## src/pkg/dbw_pkg.sv

```systemverilog
// constants and types shared by the byte-masked write port
package dbw_pkg;
    // data path: widest organisation, nine-bit byte lanes
    localparam int DATA_W    = 36;
    localparam int LANE_W    = 9;
    localparam int LANES     = 4;
    localparam int LANES_N18 = 2;        // lanes used in 18-bit organisation
    // array held in flip-flops, word addressed
    localparam int ADDR_W    = 4;
    localparam int DEPTH     = 16;
    // reset values
    localparam logic [DATA_W-1:0] WORD_RST = 36'h0_0000_0000;
    localparam logic [LANES-1:0]  MASK_RST = 4'hf;  // all lanes deselected
    localparam logic [ADDR_W-1:0] ADDR_RST = 4'h0;
    // write sequencer states
    typedef enum logic [2:0] {
        ST_IDLE   = 3'b001,
        ST_BEAT1  = 3'b010,
        ST_COMMIT = 3'b100
    } dbw_state_t;
endpackage : dbw_pkg

```

## src/core/dbw_write_port.sv

```systemverilog
// write port of a double-data-rate sram with per-beat byte lane selects
`timescale 1ns/1ps
`default_nettype none

// What this block does
// - 18-bit mode, both selects low: whole eighteen-bit beat is written.
// - 18-bit mode, only select zero low: bits 8..0 written, 17..9 kept.
// - 18-bit mode, only select one low: bits 17..9 written, 8..0 kept.
// - 18-bit mode, both selects high: beat writes nothing.
// - 36-bit mode, all four selects low: all thirty-six bits written.
// - 36-bit mode, only select zero low: bits 8..0 written, rest kept.
// - 36-bit mode, only select one low: bits 17..9 written, rest kept.
// - 36-bit mode, only select two low: bits 26..18 written, rest kept.
// - 36-bit mode, only select three low: bits 35..27 written, rest kept.
// - 36-bit mode, all selects high: beat stores nothing.
// - byte selects sampled separately with each beat of a burst.
// - data taken on rising edge of positive and of negative clock.
// - first beat goes to latched address, second to the next address.
// - after power-up the port is deselected with outputs not driven.
// - write starts with port select low at positive clock rise.
// - both beats committed together in one internal write.
module dbw_write_port (
    // clock and reset
    input  wire logic                          clk,
    input  wire logic                          rst_n,
    // strap: high selects 36-bit organisation, low 18-bit
    input  wire logic                          orgWidePin,
    // memory controller pins
    input  wire logic                          kPosClk,
    input  wire logic                          kNegClk,
    input  wire logic                          write_port_select_n,
    input  wire logic [dbw_pkg::LANES-1:0]     byte_lane_write_select_n,
    input  wire logic [dbw_pkg::ADDR_W-1:0]    addrIn,
    input  wire logic [dbw_pkg::DATA_W-1:0]    dataIn,
    // array inspection
    input  wire logic [dbw_pkg::ADDR_W-1:0]    peekAddr,
    output logic      [dbw_pkg::DATA_W-1:0]    peekData_q,
    // status
    output logic                               orgWide_q,
    output logic                               busy_q,
    output logic                               writeDone_q,
    output logic                               readDrive_q
);

    // two-flop synchronisers for every controller pin and the strap
    logic kPosS1, kPosS2, kPosS3, kNegS1, kNegS2, kNegS3;
    logic wpsS1, wpsS2, orgS1, orgS2;
    logic [dbw_pkg::LANES-1:0]  bwsS1, bwsS2;
    logic [dbw_pkg::ADDR_W-1:0] addrS1, addrS2;
    logic [dbw_pkg::DATA_W-1:0] dataS1, dataS2;

    // sequencer and captured burst
    dbw_pkg::dbw_state_t        state_q;
    logic                       strapTaken_q;
    logic [dbw_pkg::ADDR_W-1:0] wAddr_q;
    logic [dbw_pkg::ADDR_W-1:0] wAddrNext;
    logic [dbw_pkg::DATA_W-1:0] beat0_q, beat1_q;
    logic [dbw_pkg::LANES-1:0]  mask0_q, mask1_q;
    logic [dbw_pkg::LANES-1:0]  mask0Eff, mask1Eff;
    logic [dbw_pkg::DATA_W-1:0] mem_q [dbw_pkg::DEPTH];
    logic                       kPosRise, kNegRise;

    // synchronisers: the second stage feeds logic, and each clock's third stage feeds its edge detect
    always_ff @(posedge clk) begin
        if (!rst_n) begin
            kPosS1 <= 1'b0;
            kPosS2 <= 1'b0;
            kPosS3 <= 1'b0;
            kNegS1 <= 1'b0;
            kNegS2 <= 1'b0;
            kNegS3 <= 1'b0;
            wpsS1  <= 1'b1;
            wpsS2  <= 1'b1;
            bwsS1  <= dbw_pkg::MASK_RST;
            bwsS2  <= dbw_pkg::MASK_RST;
            addrS1 <= dbw_pkg::ADDR_RST;
            addrS2 <= dbw_pkg::ADDR_RST;
            dataS1 <= dbw_pkg::WORD_RST;
            dataS2 <= dbw_pkg::WORD_RST;
        end else begin
            kPosS1 <= kPosClk;
            kPosS2 <= kPosS1;
            kPosS3 <= kPosS2;
            kNegS1 <= kNegClk;
            kNegS2 <= kNegS1;
            kNegS3 <= kNegS2;
            wpsS1  <= write_port_select_n;
            wpsS2  <= wpsS1;
            bwsS1  <= byte_lane_write_select_n;
            bwsS2  <= bwsS1;
            addrS1 <= addrIn;
            addrS2 <= addrS1;
            dataS1 <= dataIn;
            dataS2 <= dataS1;
        end
    end

    // strap synchroniser runs through reset, so it holds the settled
    // strap when caught; reset must therefore last two clocks
    always_ff @(posedge clk) begin
        orgS1 <= orgWidePin;
        orgS2 <= orgS1;
    end

    // rising edges of both input clock phases, all pins equally delayed
    assign kPosRise  = kPosS2 && !kPosS3;
    assign kNegRise  = kNegS2 && !kNegS3;
    assign wAddrNext = wAddr_q + 4'h1;

    // narrow organisation forces upper lanes off, so they are never written
    assign mask0Eff = orgWide_q ? mask0_q : (mask0_q | 4'hc);
    assign mask1Eff = orgWide_q ? mask1_q : (mask1_q | 4'hc);

    // organisation strap caught once after reset release
    always_ff @(posedge clk) begin
        if (!rst_n) begin
            strapTaken_q <= 1'b0;
            orgWide_q    <= 1'b0;
        end else if (!strapTaken_q) begin
            strapTaken_q <= 1'b1;
            orgWide_q    <= orgS2;
        end
    end

    // write sequencer: positive beat, negative beat, commit
    always_ff @(posedge clk) begin
        if (!rst_n) begin
            state_q <= dbw_pkg::ST_IDLE;
        end else begin
            case (state_q)
                dbw_pkg::ST_IDLE: begin
                    if (strapTaken_q && kPosRise && !wpsS2) begin
                        state_q <= dbw_pkg::ST_BEAT1;
                    end
                end
                dbw_pkg::ST_BEAT1: begin
                    if (kNegRise) begin
                        state_q <= dbw_pkg::ST_COMMIT;
                    end
                end
                dbw_pkg::ST_COMMIT: begin
                    state_q <= dbw_pkg::ST_IDLE;
                end
                default: begin
                    state_q <= dbw_pkg::ST_IDLE;
                end
            endcase
        end
    end

    // beat capture: each beat keeps its own lane mask
    always_ff @(posedge clk) begin
        if (!rst_n) begin
            beat0_q <= dbw_pkg::WORD_RST;
            beat1_q <= dbw_pkg::WORD_RST;
            mask0_q <= dbw_pkg::MASK_RST;
            mask1_q <= dbw_pkg::MASK_RST;
            wAddr_q <= dbw_pkg::ADDR_RST;
        end else if (state_q == dbw_pkg::ST_IDLE && strapTaken_q
                     && kPosRise && !wpsS2) begin
            beat0_q <= dataS2;
            mask0_q <= bwsS2;
        end else if (state_q == dbw_pkg::ST_BEAT1 && kNegRise) begin
            beat1_q <= dataS2;
            mask1_q <= bwsS2;
            wAddr_q <= addrS2;
        end
    end

    // single commit of both words; deselected lanes keep stored bits
    always_ff @(posedge clk) begin
        if (state_q == dbw_pkg::ST_COMMIT) begin
            for (int i = 0; i < dbw_pkg::LANES; i++) begin
                if (!mask0Eff[i]) begin
                    mem_q[wAddr_q][i*dbw_pkg::LANE_W +: dbw_pkg::LANE_W] <=
                        beat0_q[i*dbw_pkg::LANE_W +: dbw_pkg::LANE_W];
                end
                if (!mask1Eff[i]) begin
                    mem_q[wAddrNext][i*dbw_pkg::LANE_W +: dbw_pkg::LANE_W] <=
                        beat1_q[i*dbw_pkg::LANE_W +: dbw_pkg::LANE_W];
                end
            end
        end
    end

    // status outputs; read drivers stay off, the port powers up deselected
    always_ff @(posedge clk) begin
        if (!rst_n) begin
            busy_q      <= 1'b0;
            writeDone_q <= 1'b0;
            readDrive_q <= 1'b0;
            peekData_q  <= dbw_pkg::WORD_RST;
        end else begin
            busy_q      <= (state_q != dbw_pkg::ST_IDLE);
            writeDone_q <= (state_q == dbw_pkg::ST_COMMIT);
            readDrive_q <= 1'b0;
            peekData_q  <= mem_q[peekAddr];
        end
    end

    // helper copies of the target words before commit, for checking
    logic [dbw_pkg::DATA_W-1:0] old0_q, old1_q;
    always_ff @(posedge clk) begin
        old0_q <= mem_q[wAddr_q];
        old1_q <= mem_q[wAddrNext];
    end

    a_start_burst: assert property (@(posedge clk) disable iff (!rst_n)
        state_q == dbw_pkg::ST_IDLE && strapTaken_q && kPosRise && !wpsS2
        |=> state_q == dbw_pkg::ST_BEAT1 && mask0_q == $past(bwsS2))
        else $error("burst not started on positive clock rise");

    a_second_beat: assert property (@(posedge clk) disable iff (!rst_n)
        state_q == dbw_pkg::ST_BEAT1 && kNegRise
        |=> state_q == dbw_pkg::ST_COMMIT && mask1_q == $past(bwsS2)
            && beat1_q == $past(dataS2))
        else $error("second beat or its mask not captured");

    a_commit_once: assert property (@(posedge clk) disable iff (!rst_n)
        state_q == dbw_pkg::ST_COMMIT
        |=> state_q == dbw_pkg::ST_IDLE ##1 writeDone_q == 1'b0)
        else $error("commit not a single cycle");

    a_low_lane_write: assert property (@(posedge clk)
        disable iff (!rst_n)
        state_q == dbw_pkg::ST_COMMIT && !mask0Eff[0]
        |=> mem_q[$past(wAddr_q)][8:0] == $past(beat0_q[8:0]))
        else $error("selected low lane not written");

    a_low_lane_keep: assert property (@(posedge clk)
        disable iff (!rst_n)
        state_q == dbw_pkg::ST_COMMIT && mask0Eff[0] && mask1Eff[0]
        |=> mem_q[$past(wAddr_q)][8:0] == old0_q[8:0])
        else $error("deselected low lane altered");

    a_narrow_upper: assert property (@(posedge clk) disable iff (!rst_n)
        state_q == dbw_pkg::ST_COMMIT && !orgWide_q
        |=> mem_q[$past(wAddr_q)][35:18] == old0_q[35:18])
        else $error("upper lanes changed in 18-bit organisation");

    a_next_addr: assert property (@(posedge clk) disable iff (!rst_n)
        state_q == dbw_pkg::ST_COMMIT && !mask1Eff[3] && wAddrNext != wAddr_q
        |=> mem_q[$past(wAddrNext)][35:27] == $past(beat1_q[35:27]))
        else $error("second beat not at next address");

    a_wide_keep: assert property (@(posedge clk) disable iff (!rst_n)
        state_q == dbw_pkg::ST_COMMIT && mask1Eff == 4'hf
        && wAddrNext != wAddr_q
        |=> mem_q[$past(wAddrNext)] == old1_q)
        else $error("all-deselected beat altered the array");

    a_outputs_off: assert property (@(posedge clk) disable iff (!rst_n)
        busy_q |-> !readDrive_q)
        else $error("read drivers enabled by write port");

    a_wide_full: assert property (@(posedge clk)
        disable iff (!rst_n)
        state_q == dbw_pkg::ST_COMMIT && orgWide_q && mask0Eff == 4'h0
        |=> mem_q[$past(wAddr_q)] == $past(beat0_q))
        else $error("full wide beat not written");

    a_narrow_full: assert property (@(posedge clk)
        disable iff (!rst_n)
        state_q == dbw_pkg::ST_COMMIT && !orgWide_q && mask0Eff[1:0] == 2'b00
        |=> mem_q[$past(wAddr_q)][17:0] == $past(beat0_q[17:0]))
        else $error("full narrow beat not written");

    a_lane1_write: assert property (@(posedge clk)
        disable iff (!rst_n)
        state_q == dbw_pkg::ST_COMMIT && !mask0Eff[1]
        |=> mem_q[$past(wAddr_q)][17:9] == $past(beat0_q[17:9]))
        else $error("selected lane one not written");

    a_lane2_write: assert property (@(posedge clk)
        disable iff (!rst_n)
        state_q == dbw_pkg::ST_COMMIT && !mask1Eff[2]
        |=> mem_q[$past(wAddrNext)][26:18] == $past(beat1_q[26:18]))
        else $error("selected lane two of second beat not written");

    a_lane3_write: assert property (@(posedge clk)
        disable iff (!rst_n)
        state_q == dbw_pkg::ST_COMMIT && !mask0Eff[3]
        |=> mem_q[$past(wAddr_q)][35:27] == $past(beat0_q[35:27]))
        else $error("selected lane three not written");

    a_upper_keep: assert property (@(posedge clk)
        disable iff (!rst_n)
        state_q == dbw_pkg::ST_COMMIT && mask0Eff[3:1] == 3'b111
        |=> mem_q[$past(wAddr_q)][35:9] == old0_q[35:9])
        else $error("deselected upper lanes altered");

    a_beat_none: assert property (@(posedge clk)
        disable iff (!rst_n)
        state_q == dbw_pkg::ST_COMMIT && mask0Eff == 4'hf
        |=> mem_q[$past(wAddr_q)] == old0_q)
        else $error("deselected first beat altered the array");

    a_idle_hold: assert property (@(posedge clk)
        disable iff (!rst_n)
        state_q == dbw_pkg::ST_IDLE && !(strapTaken_q && kPosRise && !wpsS2)
        |=> state_q == dbw_pkg::ST_IDLE)
        else $error("burst started without port select at clock rise");

    a_busy_flag: assert property (@(posedge clk)
        disable iff (!rst_n)
        state_q != dbw_pkg::ST_IDLE |=> busy_q)
        else $error("busy not shown during burst");

    a_done_pulse: assert property (@(posedge clk)
        disable iff (!rst_n)
        state_q == dbw_pkg::ST_COMMIT |=> writeDone_q)
        else $error("done pulse missing after commit");

endmodule : dbw_write_port

`default_nettype wire

```

## config.mk

```make
export PLATFORM = sky130hd
export DESIGN_NAME = dbw_write_port
export DESIGN_NICKNAME = d
export VERILOG_FILES = /design/src/pkg/dbw_pkg.sv /design/src/core/dbw_write_port.sv
export SDC_FILE = /design/constraint.sdc
export NUM_CORES = 1
export LEC_CHECK = 0
export BUFFER_PORTS_ARGS = -buffer_cell sky130_fd_sc_hd__buf_4
export CAP_MARGIN = 0
export CORE_ASPECT_RATIO = 0.5
export CORE_MARGIN = 3
export CORE_UTILIZATION = 30
export CTS_BUF_LIST = sky130_fd_sc_hd__clkbuf_8
export CTS_CLUSTER_DIAMETER = 80
export DETAILED_ROUTE_END_ITERATION = 7
export PLACE_DENSITY = 0.47
export SLEW_MARGIN = 25
export SYNTH_ARGS = -nofsm -noshare
export SYNTH_HDL_FRONTEND = slang
export SYNTH_SLANG_ARGS = --single-unit
```

## constraint.sdc

```tcl
create_clock -name clk -period 2.81 [get_ports clk]
set_clock_uncertainty 0.2 [all_clocks]
set_input_delay 0.562 -clock clk [delete_from_list [all_inputs] [get_ports clk]]
set_output_delay 0.562 -clock clk [all_outputs]
set_load 0.005 [all_outputs]
```

* Word-level counts from Yosys, hierarchy flattened
Memories as Yosys holds them, arrays and structs flattened. A register that Yosys moved wholly into a read port is not among the register bits.
Index checks and enable logic that the tools add are counted.
** Cells by class
- Reduce and logical (&&, ||, !) cells :: 14
- Multiplexer cells :: 30
- Equal/unequal tests :: 6
- Add/subtract/negate cells :: 1
- Bitwise logic cells :: 1
** Operators by type and width (number)
- 1-bit 2-to-1 mux :: 25
- 1-bit logical AND :: 8
- 4-bit 2-to-1 mux :: 2
- 3-bit 2-to-1 mux :: 2
- 3-bit case mux with 2 select lines :: 1
- 4-bit by 1-bit adder with 4-bit output (second input constant) :: 1
- 1-bit logical NOT :: 4
- 2-bit inequality test (second input constant) :: 2
- 2-bit AND reduction :: 2
- 3-bit by 1-bit == test with 1-bit output (second input constant) :: 1
- 3-bit by 2-bit == test with 1-bit output (second input constant) :: 1
- 3-bit == test (second input constant) :: 1
- 3-bit by 1-bit inequality test with 1-bit output (second input constant) :: 1
- 1-bit inverter :: 1
** Storage, ports and cells
- Output and inout port bits :: 40
- Register bits after elaboration :: 189
- Memories kept :: 1
- Memory bits (writable) :: 576
** Memory list
- mem_q :: depth 16, width 36, rd ports 1, clocked after memory_dff 1, wr ports 2, RTL line dbw_write_port.sv:60 : logic [dbw_pkg::DATA_W-1:0] mem_q [dbw_pkg::DEPTH];

* Longest topological paths before layout
Gate-level depths: netlist of run 1.
- Depth in word-level cells :: 6
- Gate-level depth with buffers :: 7
- Depth with buffers taken out :: 4

* Worst setup path before layout of run 1
No wires, ideal clock.
- Path type :: reg-to-reg
- Start point :: register state_q[2]
- End point :: memory mem_q[6][18] (netlist bit) (enable)
- Data arrival time :: 1.946 ns
- Path buffers :: 2
- Required time :: 2.231 ns
- Slack :: 0.285 ns
- Library setup time :: 0.379 ns
- Stages on the path, launching flop included :: 7
- Cells stage by stage :: dfxtp_1 > nor3b_4 > nand2_1 > or2_2 > clkbuf_1 > clkbuf_1 > o22ai_1
** RTL lines
- from (decl) :: RTL line dbw_write_port.sv:53 : dbw_pkg::dbw_state_t state_q;
- from (signal assigned) :: RTL line dbw_write_port.sv:128 : state_q <= dbw_pkg::ST_IDLE;
- from (signal assigned) :: RTL line dbw_write_port.sv:133 : state_q <= dbw_pkg::ST_BEAT1;
- from (signal assigned) :: RTL line dbw_write_port.sv:138 : state_q <= dbw_pkg::ST_COMMIT;
- to (decl) :: RTL line dbw_write_port.sv:60

==> metrics.md, run 1 <==
| Metric | Value |
|---|---|
| Outcome | `finished, final reports clean` |
| Final period util | `95.9%` |
| Met3 GRT Util | `2.72%` |
| Mapped cell area | `36,900 µm²` |
| Critical Path AT | `3.06 ns` |
| Sequential area share after synthesis | `59.0%` |
| TritonCTS Buffers | `134` |
| Reg2reg start | `wAddr_q[2]` |
| Peak supply drop | `327 µV` |
| Worst hold path endpoint | `strapTaken_q` |
| Cell area after layout | `43,500 µm²` |
| GRT met2 Usage | `28.3%` |
| Period minus WS final | `2.69 ns` |
| Pleak | `0.0170 µW` |
| 1st-pass router iterations | `5` |
| Initial Utilization | `30.4%` |
| Area grow syn2layout | `17.9%` |
| GRT Util Overall | `17.5%` |
| Clock Sinks | `801` |
| Core ar. | `121,000 µm²` |
| Max Cap Viol | `0` |
| # rows | `90` |
| Achievable Freq | `371 MHz` |
| Slew HR | `48.9%` |
| WL final | `112,000 µm` |
| I/O Buffers | `92` |
| Syn_nets | `2,694` |
| Worst-margin pin slew | `0.766 ns` |
| Commonest non-fill, non-tap cell in the layout | `edfxtp_1` |
| Post-synth top flop | `edfxtp_1` |
| Synth warn | `0` |
| Unrepaired setup endpoints after global routing | `false` |
| Routed Antenna Nets | `0` |
| Die ar. | `128,000 µm²` |
| Final setup vio count | `0` |
| Final hold violation count | `0` |
| CTS tree | `done` |
| Worst-Skew Late Latency | `0.83 ns` |
| Root buffer cell | `clkbuf_8` |
| Clk pin slew, worst setup/hold paths | `0.06 ns` |
| Vias in the first global route | `23.6k` |
| Critical path fanouts, max | `14` |
| Post-cts resize count | `0` |
| Iter 0 DRT Violations | `1,495` |
| Final setup margin | `0.116 ns` |
| Gp weighted congestion | `0.808` |
| Hold Path Stages | `2` |
| Hold Startpoint | `rst_n` |
| Reg2Reg Setup Slack | `0.12 ns` |
| Post-synthesis cell type count | `42` |
| Cell Area, Placed | `40,300 µm²` |
| Met1 track utilization from global routing | `23.9%` |
| Reg-to-Reg End | `mem_q[13][22]` |
| Antenna violations before repair | `2` |
| Die Y | `254 µm` |
| Drt drc | `0` |
| Asr flop ratio synth | `0%` |
| Cell accounting for the most synthesized area | `edfxtp_1` |
| Routed len/inst | `24.3 µm` |
| Pwr Density | `555 nW/µm²` |
| Vias/cell | `4.94` |
| I/O pin total | `94` |
| Worst Hold Class | `input pin to flop` |
| Critical Path Start Type | `flop` |
| EDFF count, synth | `576` |
| Commonest cells after routing, fill and taps aside | `edfxtp_1 (576), mux2_2 (565), mux2i_1 (257)` |
| Post-Place Worst Slack | `0.141 ns` |
| Mean Syn Cell Area | `14.0 µm²` |
| Global route hottest layer | `met2` |
| First-pass GRT wire length | `163,000 µm` |
| DP Wirelength | `66,900 µm` |
| Longest Clk Path Bufs | `3` |
| Post-synthesis cell count | `2,640` |
| Critical Path RT | `3.18 ns` |
| TNS Setup | `0 ns` |
| WS Path Type | `flop to flop` |
| Via total after detailed routing | `22.7k` |
| Layout cells sized above 1 | `36.8%` |
| Fin util | `35.9%` |
| Post-synthesis register bit count | `801` |
| H-tree level count | `4` |
| Largest net degree at the start of global routing | `186` |
| Final net count | `2,926` |
| Top post-synthesis cells by area | `edfxtp_1 (47%), mux2_2 (17%), dfxtp_1 (12%)` |
| GRT overflow | `0` |
| Die X | `502 µm` |
| Yosys top cell area share | `46.8%` |
| Worst setup EP type | `flop` |
| Final max-slew violation count | `0` |
| Cells on worst reg2reg path | `4` |
state kept, by name (all words and copies together) (netlist names), 36 cells and up:
register / flops
mem_q: 576
beat0_q: 36
beat1_q: 36
dataS1: 36
dataS2: 36
peekData_q: 36
cell families (layout without fill, tap and decap cells):
family,Yosys count,after routing,synth area share [%]
other cells,1,6,0.0102
simple gates,461,461,7.13
buf+inv,205,550,2.28
flops,801,801,59.0
mux,849,849,25.5
compound gates,323,323,6.04
per-layer routing:
layer / wire length, µm / up-vias / part of all wire (%)
li1: - / 10400 / -
met1: 52600 / 11700 / 47
met2: 52500 / 466 / 47
met3: 4270 / 148 / 3.8
met4: 2490 / 2 / 2.2
met5: 9 / - / 0.0080
critical path: stages (launching register included):
cell	delay [ns]
dfxtp_1	0.59
nor2b_1	0.31
nand2_1	0.43
nor2_4	0.52
mux2_2	0.39
worst max-delay path by stage:
stage / from / to / slack, ns / cells past startpoint
2_1_floorplan: state_q[2] / mem_q[6][18] / 0.29 / 6
3_3_place_gp: wAddr_q[2] / mem_q[13][34] / 0.21 / 4
3_5_place_dp: wAddr_q[2] / mem_q[13][31] / 0.14 / 4
4_1_cts: wAddr_q[2] / mem_q[13][31] / 0.16 / 4
5_1_grt: wAddr_q[2] / mem_q[13][21] / 0.03 / 4
6_report: wAddr_q[2] / mem_q[13][22] / 0.12 / 4
cells in the mapped netlist, drive strengths merged, types with 4 or more instances:
master  count
a21boi     76
a221oi     16
a22oi     112
and2       89
buf        52
clkbuf    151
dfxtp     225
edfxtp    576
mux2      576
mux2i     257
mux4       16
nand2     258
nand2b     21
nand3      14
nor2       51
nor2b      10
nor3        4
o21ai      54
o22ai      62
through the flow:
| step | power (µW) | hold WS [ns] | cells |
|---|---|---|---|
| 2_1_floorplan | 13400 | 0.110 | 2640 |
| 3_3_place_gp | 13900 | 0.118 | 4296 |
| 3_5_place_dp | 13900 | 0.119 | 4296 |
| 4_1_cts | 24600 | 0.0174 | 4593 |
| 5_1_grt | 25100 | 0.101 | 4600 |
| 6_report | 24200 | 0.0908 | 4600 |
power by group:
part	total (µW)	switching (µW)	internal, µW
Combinational	991	526	465
Clock	10500	4940	5580
Sequential	12700	48.9	12600
Total	24200	5520	18700
cell type report:
cell class	count	area, µm²
Antenna cell	5	12.5
Clock buffer	168	2310
Clock inverter	81	408
Fill cell	11700	77800
Inverter	2	7.51
Multi-Input combinational cell	1634	14300
Sequential cell	801	21800
Tap cell	1610	2010
Timing Repair Buffer	299	2650
what timing repair did:
item,CTS,global route
buffers inserted,0,2
hold endpoints to repair,48,0
hold buffers,48,0
setup endpoints to repair,0,7
Note: power is estimated with default switching activity, not from simulation.
==> inputs of run 2 (changes only) <==
--- a/config.mk
+++ b/config.mk
@@ -6,14 +6,15 @@
 export NUM_CORES = 1
 export LEC_CHECK = 0
 export BUFFER_PORTS_ARGS = -buffer_cell sky130_fd_sc_hd__buf_4
-export CAP_MARGIN = 0
+export CELL_PAD_IN_SITES_DETAIL_PLACEMENT = 1
+export CELL_PAD_IN_SITES_GLOBAL_PLACEMENT = 1
 export CORE_ASPECT_RATIO = 0.5
 export CORE_MARGIN = 3
-export CORE_UTILIZATION = 30
+export CORE_UTILIZATION = 45
 export CTS_BUF_LIST = sky130_fd_sc_hd__clkbuf_8
 export CTS_CLUSTER_DIAMETER = 80
 export DETAILED_ROUTE_END_ITERATION = 7
-export PLACE_DENSITY = 0.47
+export PLACE_DENSITY = 0.73
 export SLEW_MARGIN = 25
 export SYNTH_ARGS = -nofsm -noshare
 export SYNTH_HDL_FRONTEND = slang
==> metrics.md, run 2 (same netlist as run 1, synthesis figures left out) <==
| Metric | Value |
|---|---|
| Critical Path Start Type | `flop (unchanged)` |
| Layout cells sized above 1 | `35.9% (was 36.8%)` |
| Die Y | `209 µm (was 254 µm)` |
| Clock Sinks | `801 (unchanged)` |
| 1st-pass router iterations | `5 (unchanged)` |
| Unrepaired setup endpoints after global routing | `true (was false)` |
| Crit path cell chain | `nor2b_1, nand2_1, nor2_4, mux2_2 (unchanged)` |
| Routed len/inst | `24.5 µm (was 24.3 µm)` |
| Gp weighted congestion | `0.819 (was 0.808)` |
| Worst-Skew Late Latency | `0.81 ns (was 0.83 ns)` |
| First-pass GRT wire length | `153,000 µm (was 163,000 µm)` |
| Final setup margin | `0.0642 ns (was 0.116 ns)` |
| Slew HR | `45.8% (was 48.9%)` |
| GRT overflow | `0 (unchanged)` |
| Worst-margin pin slew | `0.812 ns (was 0.766 ns)` |
| Routed Antenna Nets | `0 (unchanged)` |
| Vias/cell | `5.69 (was 4.94)` |
| Slowest CP cell | `dfxtp_1 (unchanged)` |
| Post-Place Worst Slack | `0.105 ns (was 0.141 ns)` |
| CTS tree | `done (unchanged)` |
| # rows | `73 (was 90)` |
| Largest net degree at the start of global routing | `75 (was 186)` |
| Die ar. | `85,700 µm² (was 128,000 µm²)` |
| Top sig layer | `met4 (was met5)` |
| Reg2Reg Setup Slack | `0.06 ns (was 0.12 ns)` |
| Iter 0 DRT Violations | `1,787 (was 1,495)` |
| Final setup vio count | `0 (unchanged)` |
| Via total after detailed routing | `23.1k (was 22.7k)` |
| Outcome | `finished, final reports clean (unchanged)` |
| TritonCTS Buffers | `118 (was 134)` |
| Die X | `411 µm (was 502 µm)` |
| Critical path fanouts, max | `14 (unchanged)` |
| Pwr Density | `552 nW/µm² (was 555 nW/µm²)` |
| Final period util | `97.7% (was 95.9%)` |
| Core ar. | `80,400 µm² (was 121,000 µm²)` |
| Peak supply drop | `320 µV (was 327 µV)` |
| Root buffer cell | `clkbuf_8 (unchanged)` |
| Drt drc | `0 (unchanged)` |
| Pleak | `0.0169 µW (was 0.0170 µW)` |
| Hold Startpoint | `orgS1 (was rst_n)` |
| Commonest cells after routing, fill and taps aside | `edfxtp_1 (576), mux2_2 (565), mux2i_1 (257) (unchanged)` |
| Worst Hold Class | `flop to flop (was input pin to flop)` |
| Most flops, register | `mem_q (unchanged)` |
| Longest Clk Path Bufs | `3 (unchanged)` |
| DP Wirelength | `64,000 µm (was 66,900 µm)` |
| Met3 WL | `5180 µm (was 4270 µm)` |
| Critical Path RT | `3.15 ns (was 3.18 ns)` |
| Initial Utilization | `45.9% (was 30.4%)` |
| FILL cells | `7,902 (was 11.7k)` |
| Post-cts resize count | `0 (unchanged)` |
| GRT Util Overall | `23.2% (was 17.5%)` |
| Cells on worst reg2reg path | `4 (unchanged)` |
| Final hold violation count | `0 (unchanged)` |
| Reg2reg start | `wAddr_q[2] (unchanged)` |
| Final max-slew violation count | `0 (unchanged)` |
| Reg-to-Reg End | `mem_q[13][21] (was mem_q[13][22])` |
| Antenna violations before repair | `2 (unchanged)` |
| I/O Buffers | `92 (unchanged)` |
| Final net count | `2,909 (was 2,926)` |
| Critical Path AT | `3.09 ns (was 3.06 ns)` |
| WS Path Type | `flop to flop (unchanged)` |
| Clk pin slew, worst setup/hold paths | `0.06 ns (about the same)` |
| Worst setup EP type | `flop (unchanged)` |
| Crit-path max cell delay | `0.61 ns (was 0.59 ns)` |
| Area grow syn2layout | `15.5% (was 17.9%)` |
| WL met2 | `46,900 µm (was 52,500 µm)` |
| Largest register FFs | `576 (unchanged)` |
| Vias in the first global route | `24.5k (was 23.6k)` |
| Period minus WS final | `2.75 ns (was 2.69 ns)` |
| Achievable Freq | `364 MHz (was 371 MHz)` |
| Max Cap Viol | `0 (unchanged)` |
| H-tree level count | `3 (was 4)` |
| Fin util | `53.1% (was 35.9%)` |
| Worst setup endpoint | `mem_q[13][21] (was mem_q[13][22])` |
| CP startpoint | `wAddr_q[2] (unchanged)` |
| Commonest non-fill, non-tap cell in the layout | `edfxtp_1 (unchanged)` |
| WL final | `99,300 µm (was 112,000 µm)` |
| M1 wire length | `45,100 µm (was 52,600 µm)` |
| I/O pin total | `94 (unchanged)` |
-- run 2: power breakdown --
part,switching [µW],internal (µW)
Combinational,514,480
Sequential,47.2,12600
Clock,4750,5150
Total,5310,18200
-- run 2: timing repair --
| item | 4_1_cts | 5_1_grt |
|---|---|---|
| buffers inserted | 0 | 0 |
| hold endpoints to repair | 76 | 0 |
| endpoints found under the setup margin | 0 | 14 |
| hold buffers | 62 | 0 |
-- run 2: how the worst min path moves through the flow --
| stage | to | slack, ns | depth (start not counted) |
|---|---|---|---|
| 3_3_place_gp | orgS2 | 0.12 | 0 |
| 3_5_place_dp | orgS2 | 0.13 | 0 |
| 2_1_floorplan | orgS2 | 0.11 | 0 |
| 4_1_cts | peekData_q[35] | 0.13 | 3 |
| 6_report | orgS2 | 0.14 | 0 |
| 5_1_grt | orgS2 | 0.15 | 0 |
-- run 2: through the flow --
step           hold WS (ns)  setup TNS [ns]  cell area (µm²)  total power, µW  std cells
3_5_place_dp          0.128               0            39500            13800       3760
4_1_cts               0.125               0            42600            23700       4046
6_report              0.144               0            42600            23600       4049
2_1_floorplan         0.110               0            36900            13400       2640
3_3_place_gp          0.117               0            39500            13800       3760
5_1_grt               0.150          -0.225            42600            24300       4049
-- run 2: cell type report --
class                           instances  area (µm²)  share of cell area [%]
Inverter                                2        7.51                  0.0176
Antenna cell                            3        7.51                  0.0176
Sequential cell                       801       21800                    51.1
Clock inverter                         78         462                    1.08
Timing Repair Buffer                  298        2650                    6.22
Clock buffer                          146        2010                    4.71
Multi-Input combinational cell       1634       14300                    33.6
Tap cell                             1087        1360                    3.19
-- run 2: critical path, delay by kind of cell, from the launching register on --
family | cells | cell delay (ns)
and+or+nand+nor | 3 | 1.30
muxes | 1 | 0.39
DFF | 1 | 0.61
-- run 2: metal layers --
metal,global-route usage [%],vias up
li1,-,10400
met1,32.5,11900
met2,37.4,626
met5,0,-
met3,3.44,144
met4,6.69,0
==> inputs of run 3 (changes only) <==
--- a/config.mk
+++ b/config.mk
@@ -9,11 +9,12 @@
 export CELL_PAD_IN_SITES_DETAIL_PLACEMENT = 1
 export CELL_PAD_IN_SITES_GLOBAL_PLACEMENT = 1
 export CORE_ASPECT_RATIO = 0.5
-export CORE_MARGIN = 3
+export CORE_MARGIN = 1.5
 export CORE_UTILIZATION = 45
 export CTS_BUF_LIST = sky130_fd_sc_hd__clkbuf_8
 export CTS_CLUSTER_DIAMETER = 80
 export DETAILED_ROUTE_END_ITERATION = 7
+export GPL_TIMING_DRIVEN = 0
 export PLACE_DENSITY = 0.73
 export SLEW_MARGIN = 25
 export SYNTH_ARGS = -nofsm -noshare
==> metrics.md, run 3 (same netlist as run 1, synthesis figures left out) <==
| Metric | Value |
|---|---|
| Cell Area, Placed | `39,800 µm² (was 39,500 µm²)` |
| Final net count | `3,022 (was 2,909)` |
| TritonCTS Buffers | `115 (was 118)` |
| Worst-Skew Late Latency | `0.82 ns (was 0.81 ns)` |
| Critical path fanouts, max | `9 (was 14)` |
| Final setup vio count | `61 (was 0)` |
| Most flops, register | `mem_q (unchanged)` |
| Fin util | `53.7% (was 53.1%)` |
| Failing checks | `negative setup slack` |
| GRT overflow | `0 (unchanged)` |
| Cell area after layout | `43,700 µm² (was 42,600 µm²)` |
| I/O Buffers | `91 (was 92)` |
| Final period util | `103% (was 97.7%)` |
| Core ar. | `81,400 µm² (was 80,400 µm²)` |
| Initial Utilization | `45.4% (was 45.9%)` |
| Pwr Density | `547 nW/µm² (was 552 nW/µm²)` |
| Antenna violations before repair | `7 (was 2)` |
| DP Wirelength | `87,000 µm (was 64,000 µm)` |
| Iter 0 DRT Violations | `3,260 (was 1,787)` |
| First-pass GRT wire length | `187,000 µm (was 153,000 µm)` |
| M1 wire length | `54,500 µm (was 45,100 µm)` |
| Drt drc | `0 (unchanged)` |
| GRT Util Overall | `31.5% (was 23.2%)` |
| Slew HR | `21.8% (was 45.8%)` |
| Routed Antenna Nets | `0 (unchanged)` |
| WL met2 | `59,400 µm (was 46,900 µm)` |
| Final setup margin | `-0.0924 ns (was 0.0642 ns)` |
| Die ar. | `83,900 µm² (was 85,700 µm²)` |
| Top sig layer | `met4 (unchanged)` |
| FILL cells | `7,979 (was 7,902)` |
| Critical Path RT | `3.14 ns (was 3.15 ns)` |
| Achievable Freq | `345 MHz (was 364 MHz)` |
| Tot Pwr | `23,900 µW (was 23,600 µW)` |
| Unrepaired setup endpoints after global routing | `true (unchanged)` |
| Final max-slew violation count | `0 (unchanged)` |
| Via total after detailed routing | `25.7k (was 23.1k)` |
| Critical Path AT | `3.24 ns (was 3.09 ns)` |
| Clock Sinks | `801 (unchanged)` |
| Die Y | `206 µm (was 209 µm)` |
| H-tree level count | `3 (unchanged)` |
| Root buffer cell | `clkbuf_8 (unchanged)` |
| CTS tree | `done (unchanged)` |
| Largest net degree at the start of global routing | `16 (was 75)` |
| Clk pin slew, worst setup/hold paths | `0.07 ns (was 0.06 ns)` |
| Worst Hold Class | `flop to flop (unchanged)` |
| I/O pin total | `94 (unchanged)` |
| Critical Path Start Type | `flop (unchanged)` |
| Max Cap Viol | `0 (unchanged)` |
| Reg2Reg Setup Slack | `-0.09 ns (was 0.06 ns)` |
| WS Path Type | `flop to flop (unchanged)` |
| # rows | `74 (was 73)` |
| Largest register FFs | `576 (unchanged)` |
| Vias/cell | `6.14 (was 5.69)` |
| Peak supply drop | `378 µV (was 320 µV)` |
| Commonest non-fill, non-tap cell in the layout | `edfxtp_1 (unchanged)` |
| 1st-pass router iterations | `5 (unchanged)` |
| Die X | `408 µm (was 411 µm)` |
| WL final | `134,000 µm (was 99,300 µm)` |
| Worst-margin pin slew | `1.17 ns (was 0.812 ns)` |
| Gp weighted congestion | `0.905 (was 0.819)` |
| Outcome | `finished with violations (was finished, final reports clean)` |
| Pleak | `0.0171 µW (was 0.0169 µW)` |
| Met3 WL | `14,900 µm (was 5180 µm)` |
| Worst setup EP type | `flop (unchanged)` |
| Final hold violation count | `0 (unchanged)` |
| Commonest cells after routing, fill and taps aside | `edfxtp_1 (576), mux2_2 (565), mux2i_1 (257) (unchanged)` |
| Layout cells sized above 1 | `37.3% (was 35.9%)` |
| Routed len/inst | `32.2 µm (was 24.5 µm)` |
| Longest Clk Path Bufs | `3 (unchanged)` |
| Area grow syn2layout | `18.3% (was 15.5%)` |
| Vias in the first global route | `25.7k (was 24.5k)` |
| Period minus WS final | `2.90 ns (was 2.75 ns)` |
[run 3: metal layers]
layer  global-route usage (%)  vias to the layer above
li1                         -                    10700
met1                     42.5                    13200
met2                     48.6                     1527
met3                     7.94                      311
met4                     13.2                        0
met5                        0                        -
[run 3: final cells by class]
type                       count  area [µm²]  share of cell area, %
sequential                   801       21800                   49.9
timing repair buffer         213        2090                   4.79
antenna                        3        7.51                 0.0172
buffer                       201         900                   2.06
tap                         1102        1380                   3.16
clock inverter                77         493                   1.13
multi-input combinational   1634       15000                   34.4
inverter                       2        7.51                 0.0172
clock buffer                 143        1970                   4.51
[run 3: path summary, 6_finish.rpt]
check                  start            end  depth (start not counted)
setup reg to reg  wAddr_q[2]  mem_q[13][32]                          4
hold / removal         orgS1          orgS2                          0
hold reg to reg        orgS1          orgS2                          0
setup / recovery  wAddr_q[2]  mem_q[13][32]                          4
[run 3: per-stage QoR]
stage	setup slack (ns)	hold slack [ns]	instances	TNS (ns)
floorplan	0.285	0.110	2640	0
global placement	-1.18	0.134	3833	-382.85
detailed placement	-1.16	0.126	3871	-106.49
CTS	-0.0339	0.0836	4170	-0.365
global route	-0.128	0.144	4174	-5.73
finish	-0.0924	0.150	4176	-1.90
[run 3: power breakdown]
| group | switching (µW) | total [µW] | internal, µW |
|---|---|---|---|
| clock network | 4940 | 10100 | 5160 |
| registers | 45.4 | 12700 | 12600 |
| logic | 725 | 1160 | 437 |
[run 3: critical path: stages (launching register included)]
cell and delay (ns):
dfxtp_1 0.39, nor2b_1 0.41, nand2_1 0.64, nor2_4 0.58, mux2_2 0.39
[run 3: repair_timing]
item                       4_1_cts  5_1_grt
resized for setup               50       63
cloned                           0        0
hold endpoints to repair        52        0
setup buffers                   30        5
setup endpoints to repair      370      426
hold buffers                    49        0
pin swaps                       18        4
